--- src/hdl/rvtf_pkg.sv ---
// constants shared by the rom vector and table fetch block
package rvtf_pkg;
	// program memory map
	localparam logic [15:0] RESET_VECTOR   = 16'h0000;
	localparam logic [15:0] IRQ_VECTOR     = 16'h0008;
	localparam int          ROM_WORDS      = 4096;
	localparam int          RESERVED_WORDS = 4;

	// register byte offsets
	localparam logic [7:0] REG_PC      = 8'h00;
	localparam logic [7:0] REG_ACC     = 8'h04;
	localparam logic [7:0] REG_FLAGS   = 8'h08;
	localparam logic [7:0] REG_PTR_HI  = 8'h0c;
	localparam logic [7:0] REG_PTR_LO  = 8'h10;
	localparam logic [7:0] REG_RES_HI  = 8'h14;
	localparam logic [7:0] REG_CTRL    = 8'h18;
	localparam logic [7:0] REG_STATUS  = 8'h1c;

	// program_flag_register layout
	localparam int         FLAG_A_BIT   = 7;
	localparam int         FLAG_B_BIT   = 6;
	localparam logic [7:0] FLAG_SW_MASK = 8'h07;
	localparam logic [7:0] FLAG_RC_MASK = 8'hc0;

	// control register command bits
	localparam int CTRL_PUSH_BIT      = 0;
	localparam int CTRL_POP_BIT       = 1;
	localparam int CTRL_FETCH_BIT     = 2;
	localparam int CTRL_INC_LO_BIT    = 3;
	localparam int CTRL_INT_RET_BIT   = 4;

	// status register bits
	localparam int STAT_BUSY_BIT      = 0;
	localparam int STAT_SAVED_BIT     = 1;
	localparam int STAT_EMPTY_BIT     = 2;
	localparam int STAT_FULL_BIT      = 3;
	localparam int STAT_RSV_ERR_BIT   = 4;
	localparam int STAT_STK_ERR_BIT   = 5;

	// axi responses
	localparam logic [1:0] RESP_OKAY   = 2'b00;
	localparam logic [1:0] RESP_SLVERR = 2'b10;

	// table fetch sequencer
	typedef enum logic [1:0] {
		FS_IDLE,
		FS_ISSUE,
		FS_LOAD
	} rvtf_fsm_t;
endpackage

--- src/hdl/rvtf_core.sv ---
// program counter, vectors, save buffer and rom table fetch with axi4-lite registers
//
// Function
// - any reset loads pc with 0000h and all registers with defaults
// - reset cause flags: power-on 1/0, watchdog 0/0, external 1/1
// - interrupt service pushes pc and continues at word 0008h
// - push/pop copy acc and flags, reset-cause flags left alone
// - save buffer holds one set; a second push overwrites it
// - table address: high pointer bits 8-15, low pointer bits 0-7
// - fetched low byte to acc, high byte to high result register
// - low pointer increment never carries into high pointer
// - top reserved rom words never become user program words
`timescale 1ns/1ps

module rvtf_core #(
	parameter int ROM_WORDS   = rvtf_pkg::ROM_WORDS,
	parameter int STACK_DEPTH = 4,
	parameter int AXI_AW      = 8
) (
	// clock and reset
	input  wire logic              aclk,
	input  wire logic              aresetn,
	// axi4-lite write
	input  wire logic [AXI_AW-1:0] s_axi_awaddr,
	input  wire logic              s_axi_awvalid,
	output logic                   s_axi_awready,
	input  wire logic [31:0]       s_axi_wdata,
	input  wire logic [3:0]        s_axi_wstrb,
	input  wire logic              s_axi_wvalid,
	output logic                   s_axi_wready,
	output logic [1:0]             s_axi_bresp,
	output logic                   s_axi_bvalid,
	input  wire logic              s_axi_bready,
	// axi4-lite read
	input  wire logic [AXI_AW-1:0] s_axi_araddr,
	input  wire logic              s_axi_arvalid,
	output logic                   s_axi_arready,
	output logic [31:0]            s_axi_rdata,
	output logic [1:0]             s_axi_rresp,
	output logic                   s_axi_rvalid,
	input  wire logic              s_axi_rready,
	// reset causes and interrupt
	input  wire logic              wdt_reset,
	input  wire logic              ext_reset_n,
	input  wire logic              irq_req,
	output logic                   irq_ack,
	// instruction sequencing
	input  wire logic              pc_step,
	output logic [$clog2(ROM_WORDS)-1:0] prog_counter,
	// rom table port
	output logic                   rom_en,
	output logic [$clog2(ROM_WORDS)-1:0] rom_addr,
	input  wire logic [15:0]       rom_rdata
);
	localparam int PC_W = $clog2(ROM_WORDS);
	localparam int SP_W = $clog2(STACK_DEPTH + 1);
	localparam logic [PC_W-1:0] PC_RESET = PC_W'(rvtf_pkg::RESET_VECTOR);
	localparam logic [PC_W-1:0] PC_IRQ   = PC_W'(rvtf_pkg::IRQ_VECTOR);
	localparam logic [PC_W-1:0] USER_LAST =
		PC_W'(ROM_WORDS - 1 - rvtf_pkg::RESERVED_WORDS);
	localparam logic [SP_W-1:0] SP_FULL  = SP_W'(STACK_DEPTH);

	typedef struct packed {
		logic [PC_W-1:0]                  pc;
		logic [7:0]                       acc;
		logic [7:0]                       flags;
		logic [7:0]                       ptr_hi;
		logic [7:0]                       ptr_lo;
		logic [7:0]                       res_hi;
		logic [7:0]                       save_acc;
		logic [7:0]                       save_flags;
		logic                             save_valid;
		logic [STACK_DEPTH-1:0][PC_W-1:0] stack;
		logic [SP_W-1:0]                  sp;
		rvtf_pkg::rvtf_fsm_t              fsm;
		logic [PC_W-1:0]                  rom_addr;
		logic                             rom_en;
		logic                             irq_ack;
		logic                             rsv_err;
		logic                             stk_err;
	} rvtf_core_t;

	typedef struct packed {
		logic              aw_have;
		logic [AXI_AW-1:0] aw_addr;
		logic              w_have;
		logic [31:0]       w_data;
		logic [3:0]        w_strb;
		logic              bvalid;
		logic [1:0]        bresp;
		logic              rvalid;
		logic [31:0]       rdata;
		logic [1:0]        rresp;
	} rvtf_bus_t;

	typedef struct packed {
		rvtf_bus_t  b;
		rvtf_core_t c;
	} rvtf_state_t;

	rvtf_state_t     s_reg;
	rvtf_state_t     s_next;
	logic [31:0]     wr_word;
	logic [4:0]      cmd;
	logic [15:0]     tbl_full;
	logic [PC_W-1:0] tbl_addr;

	// defaults for one reset cause; flags tell software who reset us
	function automatic rvtf_core_t core_default(input logic fa, input logic fb);
		rvtf_core_t c;
		c = '0;
		c.pc = PC_RESET;
		c.fsm = rvtf_pkg::FS_IDLE;
		c.flags[rvtf_pkg::FLAG_A_BIT] = fa;
		c.flags[rvtf_pkg::FLAG_B_BIT] = fb;
		return c;
	endfunction

	// word decode shared by read and write paths
	function automatic logic addr_hit(input logic [AXI_AW-1:0] a, input logic [7:0] off);
		return a[AXI_AW-1:2] == (AXI_AW-2)'(off >> 2);
	endfunction

	// byte-lane merge of a write into an old word
	function automatic logic [31:0] merge(input logic [31:0] old, input logic [31:0] d,
			input logic [3:0] strb);
		logic [31:0] r;
		r = old;
		for (int i = 0; i < 4; i++) begin
			if (strb[i]) begin
				r[i*8 +: 8] = d[i*8 +: 8];
			end
		end
		return r;
	endfunction

	// sequential pc; running off user code restarts at the reset vector
	function automatic logic [PC_W-1:0] next_pc(input logic [PC_W-1:0] p);
		if (p >= USER_LAST) begin
			return PC_RESET;
		end
		return PC_W'(p + 1'b1);
	endfunction

	// table address, only the implemented rom range is used
	assign tbl_full = {s_reg.c.ptr_hi, s_reg.c.ptr_lo};
	assign tbl_addr = tbl_full[PC_W-1:0];

	// handshake outputs straight from the holding flags
	assign s_axi_awready = !s_reg.b.aw_have && !s_reg.b.bvalid;
	assign s_axi_wready  = !s_reg.b.w_have && !s_reg.b.bvalid;
	assign s_axi_arready = !s_reg.b.rvalid;
	assign s_axi_bvalid  = s_reg.b.bvalid;
	assign s_axi_bresp   = s_reg.b.bresp;
	assign s_axi_rvalid  = s_reg.b.rvalid;
	assign s_axi_rdata   = s_reg.b.rdata;
	assign s_axi_rresp   = s_reg.b.rresp;
	assign irq_ack       = s_reg.c.irq_ack;
	assign prog_counter  = s_reg.c.pc;
	assign rom_en        = s_reg.c.rom_en;
	assign rom_addr      = s_reg.c.rom_addr;

	// next state of bus slave and core
	always_comb begin
		s_next = s_reg;
		wr_word = '0;
		cmd = '0;
		s_next.c.irq_ack = 1'b0;
		s_next.c.rom_en = 1'b0;

		// instruction step first, a bus write of pc overrides it
		if (pc_step) begin
			s_next.c.pc = next_pc(s_reg.c.pc);
			if (s_reg.c.pc >= USER_LAST) begin
				s_next.c.rsv_err = 1'b1;
			end
		end

		// address and data are taken independently, in either order
		if (s_axi_awvalid && s_axi_awready) begin
			s_next.b.aw_have = 1'b1;
			s_next.b.aw_addr = s_axi_awaddr;
		end
		if (s_axi_wvalid && s_axi_wready) begin
			s_next.b.w_have = 1'b1;
			s_next.b.w_data = s_axi_wdata;
			s_next.b.w_strb = s_axi_wstrb;
		end
		if (s_reg.b.bvalid && s_axi_bready) begin
			s_next.b.bvalid = 1'b0;
		end

		// register write once both halves are held
		if (s_reg.b.aw_have && s_reg.b.w_have) begin
			s_next.b.aw_have = 1'b0;
			s_next.b.w_have = 1'b0;
			s_next.b.bvalid = 1'b1;
			s_next.b.bresp = rvtf_pkg::RESP_OKAY;
			if (addr_hit(s_reg.b.aw_addr, rvtf_pkg::REG_PC)) begin
				wr_word = merge(32'(s_reg.c.pc), s_reg.b.w_data, s_reg.b.w_strb);
				// jumps into the reserved top words are refused
				if (wr_word[PC_W-1:0] > USER_LAST || wr_word[31:PC_W] != '0) begin
					s_next.c.rsv_err = 1'b1;
				end else begin
					s_next.c.pc = wr_word[PC_W-1:0];
				end
			end else if (addr_hit(s_reg.b.aw_addr, rvtf_pkg::REG_ACC)) begin
				wr_word = merge(32'(s_reg.c.acc), s_reg.b.w_data, s_reg.b.w_strb);
				s_next.c.acc = wr_word[7:0];
			end else if (addr_hit(s_reg.b.aw_addr, rvtf_pkg::REG_FLAGS)) begin
				// reset-cause bits are read only
				wr_word = merge(32'(s_reg.c.flags), s_reg.b.w_data, s_reg.b.w_strb);
				s_next.c.flags = (s_reg.c.flags & rvtf_pkg::FLAG_RC_MASK)
					| (wr_word[7:0] & rvtf_pkg::FLAG_SW_MASK);
			end else if (addr_hit(s_reg.b.aw_addr, rvtf_pkg::REG_PTR_HI)) begin
				wr_word = merge(32'(s_reg.c.ptr_hi), s_reg.b.w_data, s_reg.b.w_strb);
				s_next.c.ptr_hi = wr_word[7:0];
			end else if (addr_hit(s_reg.b.aw_addr, rvtf_pkg::REG_PTR_LO)) begin
				wr_word = merge(32'(s_reg.c.ptr_lo), s_reg.b.w_data, s_reg.b.w_strb);
				s_next.c.ptr_lo = wr_word[7:0];
			end else if (addr_hit(s_reg.b.aw_addr, rvtf_pkg::REG_RES_HI)) begin
				s_next.b.bresp = rvtf_pkg::RESP_OKAY; // read only, write dropped
			end else if (addr_hit(s_reg.b.aw_addr, rvtf_pkg::REG_CTRL)) begin
				wr_word = merge('0, s_reg.b.w_data, s_reg.b.w_strb);
				cmd = wr_word[4:0];
			end else if (addr_hit(s_reg.b.aw_addr, rvtf_pkg::REG_STATUS)) begin
				// write one to clear; events below are applied later and win
				wr_word = merge('0, s_reg.b.w_data, s_reg.b.w_strb);
				// a wrap by pc_step in this same cycle keeps the flag set
				if (wr_word[rvtf_pkg::STAT_RSV_ERR_BIT]
						&& !(pc_step && s_reg.c.pc >= USER_LAST)) begin
					s_next.c.rsv_err = 1'b0;
				end
				if (wr_word[rvtf_pkg::STAT_STK_ERR_BIT]) begin
					s_next.c.stk_err = 1'b0;
				end
			end else begin
				s_next.b.bresp = rvtf_pkg::RESP_SLVERR;
			end
		end

		// read channel
		if (s_reg.b.rvalid && s_axi_rready) begin
			s_next.b.rvalid = 1'b0;
		end
		if (s_axi_arvalid && s_axi_arready) begin
			s_next.b.rvalid = 1'b1;
			s_next.b.rresp = rvtf_pkg::RESP_OKAY;
			s_next.b.rdata = '0;
			if (addr_hit(s_axi_araddr, rvtf_pkg::REG_PC)) begin
				s_next.b.rdata = 32'(s_reg.c.pc);
			end else if (addr_hit(s_axi_araddr, rvtf_pkg::REG_ACC)) begin
				s_next.b.rdata = 32'(s_reg.c.acc);
			end else if (addr_hit(s_axi_araddr, rvtf_pkg::REG_FLAGS)) begin
				s_next.b.rdata = 32'(s_reg.c.flags);
			end else if (addr_hit(s_axi_araddr, rvtf_pkg::REG_PTR_HI)) begin
				s_next.b.rdata = 32'(s_reg.c.ptr_hi);
			end else if (addr_hit(s_axi_araddr, rvtf_pkg::REG_PTR_LO)) begin
				s_next.b.rdata = 32'(s_reg.c.ptr_lo);
			end else if (addr_hit(s_axi_araddr, rvtf_pkg::REG_RES_HI)) begin
				s_next.b.rdata = 32'(s_reg.c.res_hi);
			end else if (addr_hit(s_axi_araddr, rvtf_pkg::REG_CTRL)) begin
				s_next.b.rdata = '0; // commands are strobes
			end else if (addr_hit(s_axi_araddr, rvtf_pkg::REG_STATUS)) begin
				s_next.b.rdata[rvtf_pkg::STAT_BUSY_BIT] = s_reg.c.fsm != rvtf_pkg::FS_IDLE;
				s_next.b.rdata[rvtf_pkg::STAT_SAVED_BIT] = s_reg.c.save_valid;
				s_next.b.rdata[rvtf_pkg::STAT_EMPTY_BIT] = s_reg.c.sp == '0;
				s_next.b.rdata[rvtf_pkg::STAT_FULL_BIT] = s_reg.c.sp == SP_FULL;
				s_next.b.rdata[rvtf_pkg::STAT_RSV_ERR_BIT] = s_reg.c.rsv_err;
				s_next.b.rdata[rvtf_pkg::STAT_STK_ERR_BIT] = s_reg.c.stk_err;
			end else begin
				s_next.b.rresp = rvtf_pkg::RESP_SLVERR;
			end
		end

		// table fetch sequencer: one cycle of rom latency
		case (s_reg.c.fsm)
			rvtf_pkg::FS_IDLE: begin
				// commands only start while idle; one per write, priority order
				if (cmd[rvtf_pkg::CTRL_INT_RET_BIT]) begin
					if (s_reg.c.sp == '0) begin
						s_next.c.stk_err = 1'b1;
					end else begin
						s_next.c.pc = s_reg.c.stack[s_reg.c.sp - 1'b1];
						s_next.c.sp = SP_W'(s_reg.c.sp - 1'b1);
					end
				end else if (cmd[rvtf_pkg::CTRL_PUSH_BIT]) begin
					// single slot, so a repeated push simply replaces it
					s_next.c.save_acc = s_reg.c.acc;
					s_next.c.save_flags = s_reg.c.flags & ~rvtf_pkg::FLAG_RC_MASK;
					s_next.c.save_valid = 1'b1;
				end else if (cmd[rvtf_pkg::CTRL_POP_BIT]) begin
					s_next.c.acc = s_reg.c.save_acc;
					s_next.c.flags = (s_reg.c.flags & rvtf_pkg::FLAG_RC_MASK)
						| (s_reg.c.save_flags & ~rvtf_pkg::FLAG_RC_MASK);
				end else if (cmd[rvtf_pkg::CTRL_FETCH_BIT]) begin
					s_next.c.rom_en = 1'b1;
					s_next.c.rom_addr = tbl_addr;
					s_next.c.fsm = rvtf_pkg::FS_ISSUE;
				end else if (cmd[rvtf_pkg::CTRL_INC_LO_BIT]) begin
					s_next.c.ptr_lo = 8'(s_reg.c.ptr_lo + 1'b1);
				end else if (irq_req && s_reg.c.sp != SP_FULL) begin
					// a full stack holds the request off until a return
					s_next.c.stack[s_reg.c.sp] = s_next.c.pc;
					s_next.c.sp = SP_W'(s_reg.c.sp + 1'b1);
					s_next.c.pc = PC_IRQ;
					s_next.c.irq_ack = 1'b1;
				end
			end
			rvtf_pkg::FS_ISSUE: begin
				s_next.c.fsm = rvtf_pkg::FS_LOAD;
			end
			rvtf_pkg::FS_LOAD: begin
				s_next.c.acc = rom_rdata[7:0];
				s_next.c.res_hi = rom_rdata[15:8];
				s_next.c.fsm = rvtf_pkg::FS_IDLE;
			end
			default: begin
				s_next.c.fsm = rvtf_pkg::FS_IDLE;
			end
		endcase

		// core resets leave a bus transfer in flight untouched
		if (!ext_reset_n) begin
			s_next.c = core_default(1'b1, 1'b1);
		end else if (wdt_reset) begin
			s_next.c = core_default(1'b0, 1'b0);
		end
	end

	// single state register; power-on reset marks flag a only
	always_ff @(posedge aclk) begin
		if (!aresetn) begin
			s_reg.b <= '0;
			s_reg.c <= core_default(1'b1, 1'b0);
		end else begin
			s_reg <= s_next;
		end
	end

endmodule

--- config.mk ---
export PLATFORM = sky130hd
export DESIGN_NAME = rvtf_core
export DESIGN_NICKNAME = d
export VERILOG_FILES = /design/src/hdl/rvtf_pkg.sv /design/src/hdl/rvtf_core.sv
export SDC_FILE = /design/constraint.sdc
export NUM_CORES = 1
export LEC_CHECK = 0
export BUFFER_PORTS_ARGS = -buffer_cell sky130_fd_sc_hd__clkbuf_2
export CAP_MARGIN = 30
export CORE_ASPECT_RATIO = 0.75
export CORE_MARGIN = 2
export CORE_UTILIZATION = 62
export DETAILED_ROUTE_END_ITERATION = 10
export PLACE_DENSITY = 0.86
export SYNTH_ARGS = -nofsm -noshare
export SYNTH_HDL_FRONTEND = slang
export SYNTH_SLANG_ARGS = --single-unit
--- constraint.sdc ---
create_clock -name aclk -period 4.5 [get_ports aclk]
set_clock_uncertainty 0.2 [all_clocks]
set_input_delay 0.9 -clock aclk [delete_from_list [all_inputs] [get_ports aclk]]
set_output_delay 0.9 -clock aclk [all_outputs]
set_load 0.1 [all_outputs]
==> run metrics <==
total core area 15100 sq um; vias after detailed routing 8248; first-pass GRT wire length 39300 um; Area Growth Syn to Fin 10.0%; io pins 146; Critical Path AT 3.36 ns; layout cells sized above 1 18.3%; hold slack 0.251 ns; Syn Std Cell Area 9480 sq um; synth warn 0; Final min period 3.29 ns; Iteration-0 DRC Markers 1065; static leakage 3.92 nW; largest fanout on the critical path 9; routed len/inst 18.5 um; worst-margin pin slew 1.04 ns; Inserted Diodes 0; Post-route DRC 0; die area 16300 sq um; status finished clean; CP Launch Type flip-flop; final hold vios 0; CP Capture Type flip-flop; number of antenna violations at the first check in global routing 1; FP Rows 39; max reg flops 154; WS Path Type reg -> reg; largest net degree at the start of global routing 73; most common cell after layout, fill and taps aside nand2_1; total CTS buffers 17; Worst-path clk slew 0.07 ns; worst hold stages 2; peak supply drop 307 uV; worst-skew pair later-pin latency 0.45 ns; CTS tree built; Sum Neg Setup Slack 0 ns; CTS resizes 0; vias in the first global route 7365; Netlist cell types 65; Final Net Count 1217; Synth Register Bits 196; initial core utilization 62.9%; Post-CTS Hold Buffers 0; CTS max path bufs 2; max cap viols 0; reg2reg end prog_counter[11]; fin crit share 73.1%; Die Wd 147 um; FILL cells 1115; Root Buffer clkbuf_16; R2R depth 7; Hold Crit Endpoint rom_addr[11]; Reg-to-Reg Start prog_counter[1]; max frequency 304 MHz; number of setup buffers added after CTS 0; Hold WC Path Type reg -> reg; r2r setup slk 1.21 ns; pwr dens 363 nW/um^2; Register Area 3920 sq um; Post-Route WL 25000 um; ys async rst share 0%; vias per std cell 6.12; H-tree levels 4; Buffers on Ports 119; die height 111 um; Final ANT Viol Nets 0; Slew headroom 30.3%; Slew Limit Fails 0; drt first pass iters 6; Hold Crit Start rom_addr[11]; Final HPWL DP 17200 um; total power 3.79 mW; Remaining Overflow, GRT 0; WP data required 4.57 ns; GP Congestion 0.941; multi-input logic area 4840 sq um; Final setup viols 0; number of flops mapped to enable cells by yosys 0; GRT Total Usage 30.6%; Synth Flop Type dfxtp_1; Mapped Cells 1090; RSZ-0062 raised after global routing false; register area share after synthesis 41.4%; Clock Sinks 196; syn_area_per_cell 8.70 sq um; most frequent cells in the layout 197 x nand2_1, 196 x dfxtp_1, 119 x clkbuf_2, 82 x a21oi_1, 54 x nor2_1
## report_power, final
group          total, mW  internal [mW]  switching (mW)
sequential          1.81           1.77          0.0454
clock               1.58          0.870           0.711
combinational      0.397          0.105           0.292
total               3.79           2.74            1.05
## metrics by stage
step	worst slack, ns	instances	cell area, sq um	util [%]
3_5_place_dp	1.27	1316	9810	65.1
5_1_grt	1.11	1348	10400	69.2
2_1_floorplan	1.12	1111	9560	-
4_1_cts	1.38	1348	10400	69.2
6_report	1.21	1348	10400	69.2
3_3_place_gp	1.34	1314	9770	64.8
## per-layer routing
layer | GRT usage, % | vias up | share of wire, % | wire length [um]
met5 | 0 | - | 0.15 | 38
met4 | 8.80 | 2 | 2.4 | 610
met3 | 9.01 | 62 | 11 | 2870
met2 | 44.1 | 494 | 42 | 10400
met1 | 44.4 | 3849 | 44 | 11100
li1 | - | 3841 | - | -
## critical path, cell delays in order, from the launching register on
cell	delay, ns
dfxtp_1	0.60
ha_1	0.32
o21ai_0	0.16
nor4_2	0.60
nand2_1	0.28
o21a_1	0.17
mux2i_1	0.49
o22ai_1	0.29
## cell type report
| cell class | count | area share (%) |
|---|---|---|
| multi-input cells | 766 | 46.4 |
| clock buffers | 19 | 4.34 |
| flip-flops and latches | 196 | 37.6 |
| clock inverters | 13 | 1.63 |
| well taps | 205 | 2.46 |
| repair buffers | 133 | 6.98 |
| inverters | 16 | 0.576 |
## logic make-up (layout without fill, tap and decap cells)
group | after synthesis | count (layout) | share of synthesized area [%]
adders and majority gates | 8 | 8 | 1.06
other | 1 | 22 | 0.0395
DFF | 196 | 196 | 41.4
xor gates and xnor gates | 7 | 7 | 0.647
muxes | 72 | 72 | 9.55
AOI/OAI and AO/OA | 273 | 273 | 19.8
buffers and inverters | 149 | 181 | 8.46
and+or+nand+nor | 384 | 384 | 19.0
## cell usage after synthesis, types with 10 or more instances
cell type  number  area share [%]
a21boi_0       45             3.6
a21oi_1        82             4.3
a22o_1         41             3.8
a32o_1         11             1.2
and2_1         13            0.86
buf_2          14            0.74
buf_4          60             4.7
clkbuf_1       57             2.3
dfxtp_1       196              41
inv_1          16            0.63
mux2i_1        50             5.3
mux4_2         14             3.3
nand2_1       197             7.8
nand3_1        21             1.1
nand4_1        10            0.66
nor2_1         54             2.1
nor2b_1        17             1.1
nor3_1         13            0.69
o21ai_0        26             1.4
## worst max-delay path by stage
stage / startpoint / end / slack, ns
floorplan: s_axi_bvalid / s_reg[176] / 1.12
global placement: wdt_reset / s_reg[59] / 1.34
detailed placement: wdt_reset / s_reg[31] / 1.27
CTS: prog_counter[1] / prog_counter[11] / 1.38
global route: prog_counter[1] / prog_counter[11] / 1.11
finish: prog_counter[1] / prog_counter[11] / 1.21
(Power assumes the default switching activity.)
